==> src/swdp_pkg.sv <==
// package for the serial wire debug port: constants, types, offsets
// assumes nothing beyond a SystemVerilog compiler
package swdp_pkg;
  localparam int unsigned CLK_MHZ = 200;
  localparam int unsigned LINE_RESET_HIGH_CYC = 50;
  localparam int unsigned IDLE_LOW_CYC = 2;
  localparam logic [1:0] DP_ADDR_ID_ABORT = 2'h0;
  localparam logic [1:0] DP_ADDR_CTRL = 2'h1;
  localparam logic [1:0] DP_ADDR_SELECT = 2'h2;
  localparam logic [1:0] DP_ADDR_RDBUF = 2'h3;
  localparam logic [7:0] AP_IDENT_OFFSET = 8'hfc;
  localparam logic [2:0] ACK_OK = 3'h1;
  localparam logic [2:0] ACK_WAIT = 3'h2;
  localparam logic [2:0] ACK_FAULT = 3'h4;
  localparam int unsigned ABORT_CUR = 0;
  localparam int unsigned ABORT_CMP = 1;
  localparam int unsigned ABORT_ERR = 2;
  localparam int unsigned ABORT_WDE = 3;
  localparam int unsigned ABORT_ORUN = 4;
  localparam int unsigned SEL_CTRL_BIT = 0;
  localparam int unsigned SEL_BANK_LSB = 4;
  localparam logic [31:0] SELECT_RESET = 32'h0;
  localparam logic [31:0] CSR_RESET = 32'h0;
  localparam logic [31:0] WCR_RESET = 32'h0;
  localparam int unsigned CSR_ORUN_BIT = 1;
  localparam int unsigned CSR_READ_SUCCESS_FLAG_BIT = 6;
  localparam int unsigned CSR_CMP_BIT = 4;
  localparam int unsigned CSR_ERR_BIT = 5;
  localparam int unsigned CSR_WDE_BIT = 7;
  localparam int unsigned CSR_ORUNDET_BIT = 0;
  localparam logic [31:0] CSR_WR_MASK = 32'hf000_0f3d;
  localparam logic [3:0] AP_TYPE_MEM = 4'h8;
  typedef enum logic [2:0] {
    SWDP_LINE_RESET, SWDP_IDLE, SWDP_REQ, SWDP_TURN_ACK, SWDP_ACK,
    SWDP_DATA, SWDP_TURN_END
  } swdp_state_e;
endpackage

==> src/swdp_sync_if.sv <==
// carrier between the link sampler and the port core
// assumes both ends run on clk
interface swdp_sync_if;
  logic clk_rise;
  logic clk_fall;
  logic dio_level;
  modport sampler (output clk_rise, output clk_fall, output dio_level);
  modport core (input clk_rise, input clk_fall, input dio_level);
endinterface

==> src/swdp_port.sv <==
// serial wire debug port, target side, with one access port stub
// assumes an external probe drives swclk; data pin needs a pull-up
module swdp_port #(
  parameter logic [31:0] ID_CODE = 32'h1234_5671, // value is arbitrary
  parameter logic [3:0] AP_REVISION = 4'h0, // value is arbitrary
  parameter logic [10:0] AP_DESIGNER = 11'h155, // value is arbitrary
  parameter logic [7:0] AP_ID = 8'h01, // value is arbitrary
  parameter int unsigned AP_LATENCY = 4
) (
  input wire logic clk,
  input wire logic nrst,
  input wire logic swclk,
  input wire logic swdio_in,
  output logic swdio_out,
  output logic swdio_oe,
  output logic dbg_abort,
  output logic [31:0] ctrl_stat,
  output logic [31:0] wire_ctrl
);
  if (AP_LATENCY < 1 || AP_LATENCY > 255) begin : g_bad_latency
    $error("AP_LATENCY out of range");
  end

  swdp_sync_if lnk();
  swdp_link_sampler u_smp (
    .clk(clk),
    .nrst(nrst),
    .swclk(swclk),
    .swdio_in(swdio_in),
    .lnk(lnk)
  );

  swdp_pkg::swdp_state_e st_reg, st_next;
  logic [5:0] cnt_reg, cnt_next;
  logic [5:0] hi_reg, hi_next;
  logic [7:0] req_reg, req_next;
  logic [32:0] sh_reg, sh_next;
  logic [2:0] ack_reg, ack_next;
  logic active_reg, active_next;
  logic [31:0] sel_reg, sel_next;
  logic [31:0] csr_reg, csr_next;
  logic [31:0] wcr_reg, wcr_next;
  logic [31:0] rdbuf_reg, rdbuf_next;
  logic [31:0] resend_reg, resend_next;
  logic [7:0] busy_reg, busy_next;
  logic wbuf_full_reg, wbuf_full_next;
  logic abort_reg, abort_next;
  logic out_reg, out_next;
  logic oe_reg, oe_next;

  function automatic logic [31:0] ap_read(input logic [7:0] addr);
    if (addr == swdp_pkg::AP_IDENT_OFFSET) begin
      ap_read = {AP_REVISION, AP_DESIGNER, swdp_pkg::AP_TYPE_MEM, 5'h0,
        AP_ID};
    end else begin
      ap_read = 32'h0;
    end
  endfunction

  logic req_ap, req_rd, req_par_ok;
  logic [1:0] req_a;
  logic [7:0] ap_addr;
  logic always_ok, sticky_any;
  assign req_ap = req_reg[1];
  assign req_rd = req_reg[2];
  assign req_a = req_reg[4:3];
  assign req_par_ok = ^req_reg[5:0] == 1'b0 && req_reg[6] == 1'b0;
  assign ap_addr = {sel_reg[7:4], req_a, 2'h0};
  assign always_ok = !req_ap && ((req_rd && req_a != swdp_pkg::DP_ADDR_RDBUF
    && (req_a == swdp_pkg::DP_ADDR_ID_ABORT ||
    (req_a == swdp_pkg::DP_ADDR_CTRL && !sel_reg[0])))
    || (!req_rd && req_a == swdp_pkg::DP_ADDR_ID_ABORT));
  assign sticky_any = csr_reg[swdp_pkg::CSR_ERR_BIT] |
    csr_reg[swdp_pkg::CSR_WDE_BIT] | csr_reg[swdp_pkg::CSR_ORUN_BIT];

  always_comb begin
    st_next = st_reg;
    cnt_next = cnt_reg;
    hi_next = hi_reg;
    req_next = req_reg;
    sh_next = sh_reg;
    ack_next = ack_reg;
    active_next = active_reg;
    sel_next = sel_reg;
    csr_next = csr_reg;
    wcr_next = wcr_reg;
    rdbuf_next = rdbuf_reg;
    resend_next = resend_reg;
    busy_next = busy_reg;
    wbuf_full_next = wbuf_full_reg;
    abort_next = 1'b0;
    out_next = out_reg;
    oe_next = oe_reg;
    // posted access-port operation and write buffer drain
    if (busy_reg != 8'h0) begin
      busy_next = busy_reg - 8'h1;
    end else begin
      wbuf_full_next = 1'b0;
    end
    // run of high data bits for line reset
    if (lnk.clk_rise) begin
      if (!lnk.dio_level) begin
        hi_next = 6'h0;
      end else if (hi_reg != 6'h3f) begin
        hi_next = hi_reg + 6'h1;
      end
    end
    if (lnk.clk_rise) begin
      case (st_reg)
        swdp_pkg::SWDP_LINE_RESET: begin
          if (lnk.dio_level) begin
            cnt_next = 6'h0;
          end else if (cnt_reg == 6'(swdp_pkg::IDLE_LOW_CYC - 1)) begin
            st_next = swdp_pkg::SWDP_IDLE;
            cnt_next = 6'h0;
          end else begin
            cnt_next = cnt_reg + 6'h1;
          end
        end
        swdp_pkg::SWDP_IDLE: begin
          if (lnk.dio_level) begin
            req_next = 8'h01;
            cnt_next = 6'h1;
            st_next = swdp_pkg::SWDP_REQ;
          end
        end
        swdp_pkg::SWDP_REQ: begin
          req_next[cnt_reg[2:0]] = lnk.dio_level;
          cnt_next = cnt_reg + 6'h1;
          if (cnt_reg == 6'h7) begin
            st_next = swdp_pkg::SWDP_TURN_ACK;
            cnt_next = 6'h0;
          end
        end
        swdp_pkg::SWDP_TURN_ACK: begin
          st_next = swdp_pkg::SWDP_ACK;
          cnt_next = 6'h0;
          if (!req_par_ok) begin
            ack_next = 3'h0;
            csr_next[swdp_pkg::CSR_ERR_BIT] = 1'b1;
          end else if (!active_reg && !(req_rd && !req_ap &&
              req_a == swdp_pkg::DP_ADDR_ID_ABORT)) begin
            ack_next = swdp_pkg::ACK_FAULT;
          end else if (always_ok) begin
            ack_next = swdp_pkg::ACK_OK;
          end else if (sticky_any && (req_ap || (!req_rd &&
              req_a == swdp_pkg::DP_ADDR_RDBUF))) begin
            ack_next = swdp_pkg::ACK_FAULT;
          end else if (wbuf_full_reg || busy_reg != 8'h0) begin
            ack_next = swdp_pkg::ACK_WAIT;
          end else begin
            ack_next = swdp_pkg::ACK_OK;
          end
        end
        swdp_pkg::SWDP_ACK: begin
          cnt_next = cnt_reg + 6'h1;
          if (cnt_reg == 6'h2) begin
            cnt_next = 6'h0;
            if (ack_reg == swdp_pkg::ACK_OK ||
                csr_reg[swdp_pkg::CSR_ORUNDET_BIT]) begin
              st_next = swdp_pkg::SWDP_DATA;
              if (!req_rd) begin
                st_next = swdp_pkg::SWDP_TURN_END;
              end
            end else begin
              st_next = swdp_pkg::SWDP_TURN_END;
            end
            if (ack_reg != swdp_pkg::ACK_OK &&
                csr_reg[swdp_pkg::CSR_ORUNDET_BIT]) begin
              csr_next[swdp_pkg::CSR_ORUN_BIT] = 1'b1;
            end
          end
        end
        swdp_pkg::SWDP_DATA: begin
          if (!req_rd) begin
            sh_next[cnt_reg] = lnk.dio_level;
          end
          cnt_next = cnt_reg + 6'h1;
          if (cnt_reg == 6'd32) begin
            cnt_next = 6'h0;
            st_next = req_rd ? swdp_pkg::SWDP_TURN_END : swdp_pkg::SWDP_IDLE;
          end
        end
        swdp_pkg::SWDP_TURN_END: begin
          cnt_next = 6'h0;
          st_next = (!req_rd && ack_reg == swdp_pkg::ACK_OK &&
            cnt_reg == 6'h0) ? swdp_pkg::SWDP_DATA : swdp_pkg::SWDP_IDLE;
        end
        default: st_next = swdp_pkg::SWDP_LINE_RESET;
      endcase
    end
    // write commit at parity bit
    if (lnk.clk_rise && st_reg == swdp_pkg::SWDP_DATA && !req_rd &&
        cnt_reg == 6'd32 && ack_reg == swdp_pkg::ACK_OK) begin
      if (((^sh_reg[31:0]) ^ lnk.dio_level) != 1'b0) begin
        csr_next[swdp_pkg::CSR_WDE_BIT] = 1'b1;
      end else if (req_ap) begin
        busy_next = 8'(AP_LATENCY);
        wbuf_full_next = 1'b1;
      end else begin
        case (req_a)
          swdp_pkg::DP_ADDR_ID_ABORT: begin
            abort_next = sh_reg[swdp_pkg::ABORT_CUR];
            if (sh_reg[swdp_pkg::ABORT_CUR]) begin
              busy_next = 8'h0;
              wbuf_full_next = 1'b0;
            end
            if (sh_reg[swdp_pkg::ABORT_CMP])
              csr_next[swdp_pkg::CSR_CMP_BIT] = 1'b0;
            if (sh_reg[swdp_pkg::ABORT_ERR])
              csr_next[swdp_pkg::CSR_ERR_BIT] = 1'b0;
            if (sh_reg[swdp_pkg::ABORT_WDE])
              csr_next[swdp_pkg::CSR_WDE_BIT] = 1'b0;
            if (sh_reg[swdp_pkg::ABORT_ORUN])
              csr_next[swdp_pkg::CSR_ORUN_BIT] = 1'b0;
          end
          swdp_pkg::DP_ADDR_CTRL: begin
            if (sel_reg[swdp_pkg::SEL_CTRL_BIT]) begin
              wcr_next = sh_reg[31:0];
            end else begin
              csr_next = (csr_reg & ~swdp_pkg::CSR_WR_MASK) |
                (sh_reg[31:0] & swdp_pkg::CSR_WR_MASK);
            end
          end
          swdp_pkg::DP_ADDR_SELECT: begin
            sel_next = {8'h0, 16'h0, sh_reg[7:4], 3'h0, sh_reg[0]};
          end
          default: sel_next = sel_reg;
        endcase
      end
    end
    // read data load after acknowledge OK
    if (lnk.clk_rise && st_reg == swdp_pkg::SWDP_ACK && cnt_reg == 6'h2 &&
        req_rd && ack_reg == swdp_pkg::ACK_OK) begin
      if (req_ap) begin
        sh_next[31:0] = rdbuf_reg;
        rdbuf_next = ap_read(ap_addr);
        busy_next = 8'(AP_LATENCY);
        csr_next[swdp_pkg::CSR_READ_SUCCESS_FLAG_BIT] = 1'b1;
      end else begin
        case (req_a)
          swdp_pkg::DP_ADDR_ID_ABORT: begin
            sh_next[31:0] = ID_CODE;
            active_next = 1'b1;
          end
          swdp_pkg::DP_ADDR_CTRL: sh_next[31:0] =
            sel_reg[swdp_pkg::SEL_CTRL_BIT] ? wcr_reg : csr_reg;
          swdp_pkg::DP_ADDR_SELECT: sh_next[31:0] = resend_reg;
          default: begin
            sh_next[31:0] = rdbuf_reg;
            csr_next[swdp_pkg::CSR_READ_SUCCESS_FLAG_BIT] = 1'b1;
          end
        endcase
      end
      if (!(!req_ap && req_a == swdp_pkg::DP_ADDR_SELECT)) begin
        resend_next = sh_next[31:0];
      end
      sh_next[32] = ^sh_next[31:0];
    end
    // pin drive: change on falling link edge
    if (lnk.clk_fall) begin
      oe_next = 1'b0;
      if (st_reg == swdp_pkg::SWDP_ACK && ack_reg != 3'h0) begin
        oe_next = 1'b1;
        out_next = ack_reg[cnt_reg[1:0]];
      end else if (st_reg == swdp_pkg::SWDP_DATA && req_rd) begin
        oe_next = 1'b1;
        out_next = sh_reg[cnt_reg];
      end
    end
    if (hi_reg > 6'(swdp_pkg::LINE_RESET_HIGH_CYC) && lnk.dio_level) begin
      st_next = swdp_pkg::SWDP_LINE_RESET;
      cnt_next = 6'h0;
      active_next = 1'b0;
      oe_next = 1'b0;
    end
    if (lnk.clk_rise && !lnk.dio_level &&
        st_reg == swdp_pkg::SWDP_IDLE) begin
      cnt_next = 6'h0;
    end
  end

  always_ff @(posedge clk or negedge nrst) begin
    if (!nrst) begin
      st_reg <= swdp_pkg::SWDP_LINE_RESET;
      cnt_reg <= 6'h0;
      hi_reg <= 6'h0;
      req_reg <= 8'h0;
      sh_reg <= 33'h0;
      ack_reg <= 3'h0;
      active_reg <= 1'b0;
      sel_reg <= swdp_pkg::SELECT_RESET;
      csr_reg <= swdp_pkg::CSR_RESET;
      wcr_reg <= swdp_pkg::WCR_RESET;
      rdbuf_reg <= 32'h0;
      resend_reg <= 32'h0;
      busy_reg <= 8'h0;
      wbuf_full_reg <= 1'b0;
      abort_reg <= 1'b0;
      out_reg <= 1'b0;
      oe_reg <= 1'b0;
    end else begin
      st_reg <= st_next;
      cnt_reg <= cnt_next;
      hi_reg <= hi_next;
      req_reg <= req_next;
      sh_reg <= sh_next;
      ack_reg <= ack_next;
      active_reg <= active_next;
      sel_reg <= sel_next;
      csr_reg <= csr_next;
      wcr_reg <= wcr_next;
      rdbuf_reg <= rdbuf_next;
      resend_reg <= resend_next;
      busy_reg <= busy_next;
      wbuf_full_reg <= wbuf_full_next;
      abort_reg <= abort_next;
      out_reg <= out_next;
      oe_reg <= oe_next;
    end
  end

  assign swdio_out = out_reg;
  assign swdio_oe = oe_reg;
  assign dbg_abort = abort_reg;
  assign ctrl_stat = csr_reg;
  assign wire_ctrl = wcr_reg;
endmodule // swdp_port

==> src/swdp_link_sampler.sv <==
// three-stage sampler of the link clock and data pins, edge finder
// assumes link clock far slower than clk
module swdp_link_sampler (
  input wire logic clk,
  input wire logic nrst,
  input wire logic swclk,
  input wire logic swdio_in,
  swdp_sync_if.sampler lnk
);
  logic [2:0] ck_reg, ck_next;
  logic [2:0] dio_reg, dio_next;
  logic ck_lvl_reg, ck_lvl_next;
  logic dio_lvl_reg, dio_lvl_next;
  logic rise_reg, rise_next;
  logic fall_reg, fall_next;

  always_comb begin
    ck_next = {ck_reg[1:0], swclk};
    dio_next = {dio_reg[1:0], swdio_in};
    ck_lvl_next = ck_lvl_reg;
    dio_lvl_next = dio_lvl_reg;
    rise_next = 1'b0;
    fall_next = 1'b0;
    // change counts once stages two and three agree
    if (ck_reg[1] == ck_reg[2] && ck_reg[2] != ck_lvl_reg) begin
      ck_lvl_next = ck_reg[2];
      rise_next = ck_reg[2];
      fall_next = !ck_reg[2];
    end
    if (dio_reg[1] == dio_reg[2]) begin
      dio_lvl_next = dio_reg[2];
    end
  end

  always_ff @(posedge clk or negedge nrst) begin
    if (!nrst) begin
      ck_reg <= 3'h0;
      dio_reg <= 3'h7;
      ck_lvl_reg <= 1'b0;
      dio_lvl_reg <= 1'b1;
      rise_reg <= 1'b0;
      fall_reg <= 1'b0;
    end else begin
      ck_reg <= ck_next;
      dio_reg <= dio_next;
      ck_lvl_reg <= ck_lvl_next;
      dio_lvl_reg <= dio_lvl_next;
      rise_reg <= rise_next;
      fall_reg <= fall_next;
    end
  end

  assign lnk.clk_rise = rise_reg;
  assign lnk.clk_fall = fall_reg;
  assign lnk.dio_level = dio_lvl_reg;
endmodule // swdp_link_sampler

==> config.mk <==
export PLATFORM = sky130hd
export DESIGN_NAME = swdp_port
export DESIGN_NICKNAME = d
export VERILOG_FILES = /design/src/swdp_pkg.sv /design/src/swdp_sync_if.sv /design/src/swdp_port.sv /design/src/swdp_link_sampler.sv
export SDC_FILE = /design/constraint.sdc
export NUM_CORES = 1
export LEC_CHECK = 0
export BUFFER_PORTS_ARGS = -buffer_cell sky130_fd_sc_hd__buf_2
export CAP_MARGIN = 15
export CORE_ASPECT_RATIO = 0.7
export CORE_MARGIN = 2
export CORE_UTILIZATION = 32
export DETAILED_ROUTE_END_ITERATION = 8
export SETUP_SLACK_MARGIN = 0.02
export SYNTH_ARGS = -nofsm -noshare
export SYNTH_HDL_FRONTEND = slang
export SYNTH_SLANG_ARGS = --single-unit
==> constraint.sdc <==
create_clock -name clk -period 3.9 [get_ports clk]
set_clock_uncertainty 0.1 [all_clocks]
set_input_delay 0.975 -clock clk [delete_from_list [all_inputs] [get_ports clk]]
set_output_delay 0.975 -clock clk [all_outputs]
set_load 0.005 [all_outputs]
# Word level (Yosys, flattened, before mapping)
# Cells that the tools add are included.
word_totals:
  ff_bits: 215
  elab_cells: 268
  inputBits: 4
op_classes:
  muxes: 106
  n_reduce_logical: 80
  n_lt_le_gt_ge: 6
  addsub: 3
  eq_ne: 37
  bitwise: 10
op_table:
  columns: ["op", "n"]
  rows:
  - ["$mux W33", 4]
  - ["$mux W32", 3]
  - ["$pmux W32 S3", 1]
  - ["$mux W8", 11]
  - ["$mux W6", 11]
  - ["$reduce_xor A32 Y1", 2]
  - ["$mux W3", 15]
  - ["$mux W1", 43]
  - ["$pmux W6 S6", 1]
  - ["$bwmux W33", 1]
  - ["$or A28 B32 Y32", 1]
  - ["$logic_and A1 B1 Y1", 31]
  - ["$mux W26", 1]
  - ["$pmux W3 S7", 1]
  - ["$reduce_bool A2 Y1", 9]
  - ["$pmux W8 S2", 1]
  - ["$reduce_bool A8 Y1", 2]
  - ["$reduce_and A5 Y1", 3]
  - ["$mux W7", 2]
  - ["$add A6 B1 Y6 const B", 2]
  - ["$eq A6 B6 Y1 const B", 2]
  - ["$reduce_and A3 Y1", 4]
  - ["$reduce_and A2 Y1", 5]
  - ["$eq A3 B3 Y1 const B", 3]
  - ["other kinds (46)", 83]

# Logic depth before layout (Yosys ltp)
# Gate-level depths: netlist of run 1.
logic_depth:
  ltp_word: 14
  depth_mapped: 12
  ltp_nobuf: 11

# By module
# From an unflattened synthesis of run 1, not the netlist that was laid out.
hier_totals:
  hier_cells: 1002
  area_unflattened_um2: 9600.5
modules_own_cells:
  columns: ["module", "area_each_um2", "instances", "cells_each"]
  rows:
  - ["swdp_port", 9305.2, 1, 988]
  - ["swdp_link_sampler", 295.3, 1, 14]

# Least setup slack after synthesis of run 1
# No wires, ideal clock.
synth_timing:
  kind: "register -> register"
  startpoint: "reg cnt_reg[0]"
  endpoint: "reg resend_reg[13]"
  t_arrival_ns: 2.590
  path_stages_with_launch: 12
  path_slack_ns: 1.086
  path_buffers: 4
  required_time_ns: 3.675
  cell_sequence: "dfrtp_1 > clkbuf_1 > clkinv_1 > ha_1 > and2_1 > and4_1 > and3_1 > buf_2 > o21ai_1 > buf_2 > buf_2 > mux2_2"
synth_between:
  elab_chain_len: 5
synth_lines:
  columns: ["item", "line_no", "rtl"]
  rows:
  - ["start, declared", "swdp_port.sv:34", "logic [5:0] cnt_reg, cnt_next;"]
  - ["start signal, assigned", "swdp_port.sv:304", "cnt_reg <= cnt_next;"]
  - ["$eq A6 B2 Y1", "swdp_port.sv:233", "if (lnk.clk_rise && st_reg == swdp_pkg::SWDP_ACK && cnt_reg == 6'h2 &&"]
  - ["$logic_and A1 B1 Y1 (2 in a row)", "swdp_port.sv:233", null]
  - ["$logic_and A1 B1 Y1", "swdp_port.sv:234", "req_rd && ack_reg == swdp_pkg::ACK_OK) begin"]
  - ["$reduce_and A2 Y1 (no source line)", null, null]
  - ["end signal, assigned", "swdp_port.sv:314", "resend_reg <= resend_next;"]
  - ["end, declared", "swdp_port.sv:44", "logic [31:0] resend_reg, resend_next;"]
# Every way passes these cells.
# A chain may end at the register's enable or synchronous reset.

# Worst setup path after layout of run 1
layout_timing:
  startpoint: "reg u_smp.dio_lvl_reg, in the netlist u_smp.lnk.dio_level"
  endpoint: "reg wcr_reg[18], in the netlist wire_ctrl[18]"
layout_between:
  elab_chain_len: 3
layout_lines:
  columns: ["item", "line_no", "rtl"]
  rows:
  - ["start, declared", "swdp_link_sampler.sv:13", "logic dio_lvl_reg, dio_lvl_next;"]
  - ["start signal, assigned", "swdp_link_sampler.sv:47", "dio_lvl_reg <= dio_lvl_next;"]
  - ["$xor A1 B1 Y1", "swdp_port.sv:195", "if (((^sh_reg[31:0]) ^ lnk.dio_level) != 1'b0) begin"]
  - ["$not A1 Y1 (no source line)", null, null]
  - ["$reduce_and A5 Y1 (no source line)", null, null]
  - ["end signal, assigned", "swdp_port.sv:294", "wcr_reg <= swdp_pkg::WCR_RESET;"]
  - ["end signal, assigned", "swdp_port.sv:312", "wcr_reg <= wcr_next;"]
  - ["end, declared", "swdp_port.sv:42", "logic [31:0] wcr_reg, wcr_next;"]
# Every way passes these cells.

==> results of run 1 <==
==> worst register-to-register path, delay by kind of cell, from the launching register on <==
kind / cells / cell delay [ps]
simple gates: 2 / 720
xor+xnor: 5 / 1270
mux: 1 / 510
flops: 1 / 540
==> metal layers <==
layer,vias up,part of all wire
met5,-,0
met4,0,0.018
met3,44,0.092
met2,374,0.39
met1,3901,0.50
li1,3597,-
==> how the worst max path moves through the flow <==
stage	slack, ps	to	depth (start not counted)	start
after floorplan	1090	resend_reg[13]	11	cnt_reg[0]
after global placement	650	wire_ctrl[10]	8	u_smp.lnk.dio_level
after detailed placement	620	wire_ctrl[10]	8	u_smp.lnk.dio_level
after CTS	620	wire_ctrl[10]	8	u_smp.lnk.dio_level
after global routing	500	wire_ctrl[20]	8	sh_reg[0]
final	650	wire_ctrl[18]	8	u_smp.lnk.dio_level
==> cell usage in the layout (no fill, tap or decap), types with 9 or more instances in the layout <==
master and n:
a21oi_1 52, a22oi_1 12, a31oi_1 14, and3_1 10
buf_2 53, buf_4 32, clkbuf_16 17, conb_1 16
dfrtp_1 163, inv_1 10, mux2_2 78, mux2i_1 35
nand2_1 110, nand2b_1 12, nand3_1 27, nand4_1 9
nor2_1 86, nor2b_1 14, nor3_1 16, o21ai_0 106
o22ai_1 9, xnor2_1 53, xor2_1 19
==> cells by family (layout without fill, tap and decap cells) <==
kind of cell | after synthesis | in the layout | share of synthesized area
AOI/OAI and AO/OA | 221 | 221 | 0.1305
xor gates and xnor gates | 76 | 76 | 0.07427
adders and majority gates | 10 | 10 | 0.01246
buffers and inverters | 90 | 131 | 0.04765
DFF | 167 | 167 | 0.4342
muxes | 118 | 118 | 0.1380
other | 1 | 16 | 0.0003891
and+or+nand+nor | 322 | 322 | 0.1626
==> synthesized netlist by cell type (12+ instances only) <==
cell and instances:
xnor2_1 53, mux2_2 78, nor3_1 16, buf_4 17, nor2b_1 14, dfrtp_1 163, o21ai_0 106, buf_2 16
nand2_1 110, a31oi_1 14, a22oi_1 12, nand3_1 27, a21oi_1 52, nand2b_1 12, mux2i_1 35, clkbuf_1 37
xor2_1 19, nor2_1 86
==> power by group through the flow <==
| stage | logic, uW | clock network, uW | registers, uW |
|---|---|---|---|
| floorplan | 1350 | 0 | 1960 |
| global placement | 1920 | 0 | 1990 |
| detailed placement | 1940 | 0 | 1990 |
| CTS | 1940 | 1800 | 1960 |
| global route | 2150 | 1880 | 1980 |
| finish | 1990 | 1770 | 1960 |
==> area by class of cell <==
class | instances | area, um2 | share of cell area
timing repair buffer | 87 | 536.8 | 0.04917
clock inverter | 11 | 147.6 | 0.01352
tap | 385 | 481.7 | 0.04413
inverter | 12 | 45.04 | 0.004126
clock buffer | 21 | 460.4 | 0.04218
multi-input combinational | 763 | 5061 | 0.4636
sequential | 167 | 4184 | 0.3833
==> stage by stage <==
stage | worst slack (ps) | utilization | hold slack, ps | total power [uW]
2_1_floorplan | 1086 | - | 231.2 | 3318
3_3_place_gp | 651.5 | 0.3455 | 239.3 | 3903
3_5_place_dp | 623.8 | 0.3455 | 237.1 | 3925
4_1_cts | 624.1 | 0.3658 | 258.3 | 5698
5_1_grt | 498.7 | 0.3658 | 263.9 | 6016
6_report | 650.2 | 0.3658 | 256.4 | 5717
==> run_results.csv, run 1 <==
group,metric,value,unit
min_path,hold_end,"u_smp.dio_reg[1]",
route,drtIter0Drc,901,
clock_network,clock_latency,450,ps
global_routing,antenna_found_initial,0,
min_path,hold_depth,0,
run_status,status,"finished, final reports clean",
route,wl_per_cell,20.07,um
worst_setup_path,r2r_end,"wire_ctrl[18]",
worst_setup_path,cp.required,4130,ps
floorplan,ios,71,
synth,postSynthCellCount,1005,
pwr,pwr-share-comb,0.348,
timing,fmax,307.7,MHz
route,vias,7916,
synth,yosysSeqAreaShare,0.4342,
cells_and_area,layout-drive-gt1-share,0.2036,
global_routing,met2_usage,0.2512,
floorplan,chipHeight,149.2,um
pwr,pwr-share-seq,0.342,
synth,syn_area,9637,um2
cells_and_area,final_nets,1060,
pwr,p_leak,0.004910,uW
worst_setup_path,cp_top_family,"XOR/XNOR gates",
clock_network,cts_setup_buffers,0,
place,gp_congestion,0.9652,
worst_setup_path,arrival,3480,ps
timing,min_period,3250,ps
timing,slew_viol_final,0,
floorplan,start_util,0.3229,
cells_and_area,antenna_cells,0,
synth,synth_top_area_frac,0.4233,
synth,synth-edff-count,0,
place,place_inst,1414,
route,drc,0,
clock_network,clockBufferDepth,2,
clock_network,cts_htree_levels,4,
worst_setup_path,criticalPathCategory,"reg2reg",
job,drv_cap,0,
synth,yosys-top-cells-area,"dfrtp_1 (42%), mux2_2 (9.1%), o21ai_0 (5.5%), xnor2_1 (4.8%), nand2_1 (4.3%)",
synth,yosysTopAreaCell,"dfrtp_1",
pwr,ir_drop,0.2680,mV
worst_setup_path,cp_common_cell,"xnor2_1",
timing,rsz0062_at_grt,"false",
cells_and_area,final_cell_area,10920,um2
pwr,internal_power,3603,uW
place,dpl.hpwl,20.53,mm
clock_network,clk_pin_slew,60,ps
place,io_buffers,54,
route,drt-total-wl,29.02,mm
pwr,p_sw_frac,0.3698,
synth,syn_area_per_cell,9.589,um2
pwr,power_switching,2114,uW
global_routing,top_usage_layer,"met1",
timing,timing_hold_violations_final,0,
synth,synth_warnings,0,
cells_and_area,syn_to_final_growth,13.28,%
clock_network,cts_resized,0,
clock_network,cts_tree,"yes",
cells_and_area,num-fill-cells,3018,
worst_setup_path,slowest_stage,"dfstp_2",
global_routing,grt_util_met3,0.05516,
floorplan,dieArea,31540,um2
floorplan,dieWidth,211.4,um
floorplan,fp.coreArea,29840,um2
clock_network,cts_buffers,17,
global_routing,grt_max_degree,77,
worst_setup_path,start_kind,"register",
worst_setup_path,cp_max_fo,32,
global_routing,use_met1,0.2925,
timing,setup_violations,0,
route,ant_nets,0,
clock_network,root_buffer,"clkbuf_16",
pwr,clock_power_share,0.310,
timing,worstMarginPinSlew,779.1,ps
timing,maxSlewHeadroom,0.4795,
worst_setup_path,rr_worst_depth,8,
cells_and_area,final_cells,1446,
timing,tns,0,ps
timing,period_share,0.8333,
route,firstDrtPassIters,5,
cells_and_area,largest_reg_flops,33,
synth,async_flop_share,1.000,
pwr,p_per_area,523.7,nW/um2
synth,synth_ff_type,"dfrtp_1",
synth,yosys_register_bits,167,
global_routing,grt_pass1_vias,7409,
clock_network,postCtsHoldBufs,0,
worst_setup_path,max_stage_delay,540,ps
worst_setup_path,r2r_slack,650,ps
worst_setup_path,end_kind,"register",
worst_setup_path,path_buf_inv,0,
synth,ys_types,69,
clock_network,clock-sinks,167,
global_routing,gr-total-overflow,0,
worst_setup_path,path_cells,"xnor2_1 > xnor2_1 > xnor2_1 > xnor3_2 > xnor2_2 > nor2_4 > nand3_4 > mux2_2",
min_path,hp-start,"u_smp.dio_reg[0]",
place,place_area,10310,um2
floorplan,rows,53,
global_routing,grt_pass1_wl,45.25,mm
worst_setup_path,r2r-start,"u_smp.lnk.dio_level",
global_routing,grtUsageTotal,0.1898,
route,viasPerCell,5.474,
min_path,hp-class,"reg2reg",
Power figures use the tool's default switching activity.
==> inputs of run 2 (changes only) <==
Clock period 3.9 ns to 3.3 ns, I/O delays scaled along.
==> run 2 against run 1 <==
Critical path depth rose by 1. Wire length increased by 3.2%. Worst setup slack got worse by 520 ps. Final area increased by 2.0%.
==> run_results.csv, run 2 (same netlist as run 1, synthesis figures left out) <==
group,metric,value,unit
place,io_buffers,54,
worst_setup_path,r2r-start,"req_reg[4]",
job,drv_cap,0,
timing,min_period,3170,ps
floorplan,fp.coreArea,29840,um2
clock_network,clock-sinks,167,
route,drt-total-wl,29.94,mm
floorplan,chipHeight,149.2,um
floorplan,dieArea,31540,um2
worst_setup_path,startpoint,"req_reg[4]",
cells_and_area,layout-drive-gt1-share,0.2249,
timing,period_share,0.9606,
pwr,clock_power_share,0.303,
pwr,pwr-share-comb,0.352,
clock_network,clk_pin_slew,70,ps
clock_network,postCtsHoldBufs,0,
cells_and_area,finish.utilization,0.3733,
clock_network,cts_htree_levels,4,
clock_network,cts_buffers,17,
clock_network,root_buffer,"clkbuf_16",
floorplan,dieWidth,211.4,um
route,viasPerCell,5.415,
place,gp_congestion,0.8960,
pwr,ir_drop,0.4148,mV
route,wl_per_cell,20.35,um
clock_network,clock_latency,460,ps
worst_setup_path,criticalPathCategory,"reg2reg",
global_routing,grt_max_degree,55,
timing,timing_hold_violations_final,0,
worst_setup_path,cp-endpoint,"sh_reg[32]",
pwr,internal_power,4252,uW
floorplan,rows,53,
timing,tns,0,ps
pwr,p_leak,0.005026,uW
cells_and_area,final_nets,1084,
worst_setup_path,end_kind,"register",
timing,worstMarginPinSlew,627.4,ps
place,dpl.hpwl,21.65,mm
run_status,status,"finished, final reports clean",
timing,setup_violations,0,
pwr,pwr-share-seq,0.345,
global_routing,grt_pass1_vias,7598,
timing,slew_viol_final,0,
place,dp_slack,52.59,ps
route,ant_nets,0,
timing,maxSlewHeadroom,0.5802,
route,firstDrtPassIters,5,
worst_setup_path,r2r_end,"sh_reg[32]",
floorplan,ios,71,
global_routing,antenna_found_initial,0,
route,drc,0,
clock_network,cts_tree,"yes",
cells_and_area,largest_reg_flops,33,
worst_setup_path,arrival,3450,ps
global_routing,grt_pass1_wl,46.82,mm
timing,fmax,315.5,MHz
cells_and_area,final_cell_mix,"dfrtp_1 (162), nand2_1 (110), o21ai_0 (106)",
global_routing,gr-total-overflow,0,
worst_setup_path,r2r_slack,130,ps
pwr,power_switching,2574,uW
global_routing,grtUsageTotal,0.1978,
worst_setup_path,cp_max_fo,12,
min_path,hp-class,"in2async",
cells_and_area,syn_to_final_growth,15.59,%
clock_network,clockBufferDepth,2,
floorplan,start_util,0.3229,
route,vias,7966,
pwr,p_sw_frac,0.3771,
route,drtIter0Drc,885,
worst_setup_path,cp.required,3580,ps
worst_setup_path,rr_worst_depth,9,
timing,setup_ws,130.1,ps
cells_and_area,layout_commonest_cell,"dfrtp_1",
worst_setup_path,start_kind,"register",
pwr,p_per_area,612.7,nW/um2
timing,rsz0062_at_grt,"false",
-- run 2: cell count changes in the layout (fill, tap and decap cells not counted) --
cell and change:
inv_6 +2, clkinv_2 -2, dfrtp_2 +1, buf_16 +1, buf_4 +21, nor2b_1 -1
clkinv_4 -1, nor2b_2 +1, clkinvlp_4 +4, diode_2 +1, dfrtp_1 -1, bufinv_16 -1
buf_12 +2, clkbuf_1 -2
-- run 2: worst min path at each step --
stage	to	slack (ps)
after floorplan	u_smp.ck_reg[1]	230
after global placement	u_smp.ck_reg[1]	250
after detailed placement	u_smp.ck_reg[1]	240
after CTS	ctrl_stat[0]	240
after global routing	u_smp.dio_reg[1]	250
final	ctrl_stat[0]	240
-- run 2: what timing repair did --
item,in CTS,in global routing
endpoints found under the hold margin,0,0
setup endpoints to repair,0,1
setup buffers,0,0
resized for setup,0,2
-- run 2: layer usage --
metal | part of all wire | global-route usage
met1 | 0.49 | 0.3019
met2 | 0.39 | 0.2571
met3 | 0.11 | 0.07347
met4 | 0.012 | 0.04824
met5 | 0 | 0
-- run 2: critical path: stages, from the launching register on --
cell and delay, ps:
dfrtp_1 560, nor2b_2 460, a31oi_1 210, xor2_1 360, nand4_1 260, xnor2_1 220
xnor2_1 250, xnor2_1 200, xnor3_1 350, mux2i_1 130
-- run 2: power by group through the flow --
stage               combinational (uW)  clock, uW  sequential [uW]
floorplan                         1600          0             2320
global placement                  2310          0             2380
detailed placement                2330          0             2390
CTS                               2340       2110             2350
global route                      2620       2200             2380
finish                            2400       2070             2360
-- run 2: final cells by class --
cell class	count	area (um2)
clock inverters	13	146.4
repair buffers	111	762.0
well taps	385	481.7
multi-input cells	763	5064
flip-flops and latches	167	4185
fillers	3041	18700
diodes	1	2.502
clock buffers	19	452.9
inverters	12	45.04
-- run 2: per-stage QoR --
stage          instances  hold WS (ps)  power [uW]  area (um2)
4_1_cts             1469         237.2        6802       11110
6_report            1471         235.7        6826       11140
2_1_floorplan       1020         231.2        3922        9693
3_5_place_dp        1437         237.2        4719       10510
3_3_place_gp        1437         247.0        4697       10510
5_1_grt             1470         248.8        7195       11140
==> inputs of run 3 (changes only) <==
Clock period 3.3 ns to 3.75 ns, I/O delays scaled along.
==> run 3 against run 2 <==
Total power shrank 14%. Register-to-register slack improved by 80 ps. Worst hold slack improved by 22 ps. Wire length down 2.1%. Worst setup slack better by 76 ps. Critical path depth is 1 lower. Final cell count is 1.4% lower. Largest cell class unchanged. Highest routed layer unchanged.
==> run_results.csv, run 3 (same netlist as run 1, synthesis figures left out) <==
group,metric,value,unit
clock_network,cts_tree,"yes",
route,firstDrtPassIters,5,
timing,maxSlewHeadroom,0.5094,
timing,slew_viol_final,0,
global_routing,gr-total-overflow,0,
timing,period_share,0.9450,
timing,timing_hold_violations_final,0,
worst_setup_path,end_kind,"register",
floorplan,ios,71,
job,drv_cap,0,
cells_and_area,syn_to_final_growth,13.24,%
min_path,hp-class,"reg2reg",
clock_network,cts_htree_levels,4,
cells_and_area,final_cell_area,10910,um2
clock_network,cts_setup_buffers,0,
worst_setup_path,criticalPathCategory,"reg2reg",
worst_setup_path,path_cells,"xnor2_1 > xnor2_1 > xnor2_1 > xnor3_2 > xnor2_2 > nor2_4 > nand3_4 > mux2_1",
floorplan,dieArea,31540,um2
floorplan,chipHeight,149.2,um
worst_setup_path,cp_common_cell,"xnor2_1",
clock_network,clock_latency,450,ps
worst_setup_path,r2r_slack,210,ps
route,drc,0,
global_routing,grt_pass1_vias,7693,
global_routing,grt_pass1_wl,46.30,mm
floorplan,fp.coreArea,29840,um2
cells_and_area,num-fill-cells,3031,
route,ant_nets,0,
place,place_area,10350,um2
clock_network,clockBufferDepth,2,
timing,min_period,3544,ps
route,drt-total-wl,29.31,mm
route,viasPerCell,5.467,
cells_and_area,final_cell_mix,"dfrtp_1 (163), nand2_1 (110), o21ai_0 (106)",
floorplan,dieWidth,211.4,um
global_routing,grtUsageTotal,0.1940,
worst_setup_path,cp.required,3990,ps
clock_network,postCtsHoldBufs,0,
place,dpl.hpwl,20.85,mm
worst_setup_path,cp_max_fo,32,
route,wl_per_cell,20.22,um
cells_and_area,layout-drive-gt1-share,0.2085,
run_status,status,"finished, final reports clean",
worst_setup_path,arrival,3780,ps
worst_setup_path,max_stage_delay,540,ps
place,io_buffers,54,
timing,tns,0,ps
cells_and_area,finish.utilization,0.3657,
pwr,p_leak,0.004902,uW
pwr,p_per_area,534.9,nW/um2
route,vias,7927,
clock_network,cts_buffers,17,
place,gp_congestion,0.9066,
global_routing,antenna_found_initial,0,
global_routing,grt_max_degree,69,
cells_and_area,antenna_cells,0,
timing,fmax,282.2,MHz
pwr,ir_drop,0.2794,mV
route,drtIter0Drc,909,
clock_network,clk_pin_slew,70,ps
floorplan,start_util,0.3229,
worst_setup_path,start_kind,"register",
cells_and_area,final_nets,1064,
cells_and_area,layout_commonest_cell,"dfrtp_1",
timing,setup_violations,0,
clock_network,clock-sinks,167,
worst_setup_path,slowest_stage,"dfrtp_1",
floorplan,rows,53,
cells_and_area,largest_reg_flops,33,
timing,worstMarginPinSlew,734.1,ps
clock_network,root_buffer,"clkbuf_16",
timing,rsz0062_at_grt,"false",
clock_network,cts_resized,0,
[run 3: area by class of cell]
| class | count | area (um2) | area share |
|---|---|---|---|
| well taps | 385 | 481.7 | 0.04414 |
| clock inverters | 12 | 95.09 | 0.008714 |
| clock buffers | 20 | 466.7 | 0.04277 |
| repair buffers | 91 | 579.3 | 0.05308 |
| flip-flops and latches | 167 | 4184 | 0.3834 |
| multi-input cells | 763 | 5061 | 0.4638 |
| inverters | 12 | 45.04 | 0.004127 |
[run 3: path summary, 6_finish.rpt]
kind | start | to | cells past startpoint
max | sh_reg[0] | wire_ctrl[10] | 8
min | u_smp.dio_reg[0] | u_smp.dio_reg[1] | 0
max reg2reg | sh_reg[0] | wire_ctrl[10] | 8
min reg2reg | u_smp.dio_reg[0] | u_smp.dio_reg[1] | 0
max in group asynchronous | nrst | u_smp.dio_reg[0] | 2
min in group asynchronous | nrst | busy_reg[5] | 1
[run 3: metal layers]
metal	routed length, um	vias to the layer above	track usage
met5	0	-	0
met2	11430	302	0.2503
met1	14570	3952	0.2945
met3	2868	44	0.07137
li1	-	3629	-
met4	450	0	0.05563
[run 3: through the flow]
step | total power, uW | instances | hold slack [ps] | setup WS, ps
after floorplan | 3451 | 1020 | 231.2 | 935.5
after global placement | 4080 | 1418 | 239.5 | 393.2
after detailed placement | 4105 | 1418 | 248.7 | 311.1
after CTS | 5823 | 1450 | 259.0 | 295.6
after global routing | 6163 | 1450 | 261.4 | 101.1
final | 5838 | 1450 | 257.6 | 206.1
[run 3: power by group]
part	total (uW)	leakage, uW	internal (uW)	switching, uW
registers	2070	0.00228	1920	147
logic	2050	0.00236	753	1300
clock network	1720	0.000267	908	809
[run 3: worst max-delay path, delay by kind of cell (launching register included)]
| kind | cells | cell delay [ps] |
|---|---|---|
| XOR/XNOR | 5 | 1500 |
| flip-flops | 1 | 540 |
| multiplexers | 1 | 510 |
| AND/OR/NAND/NOR | 2 | 770 |
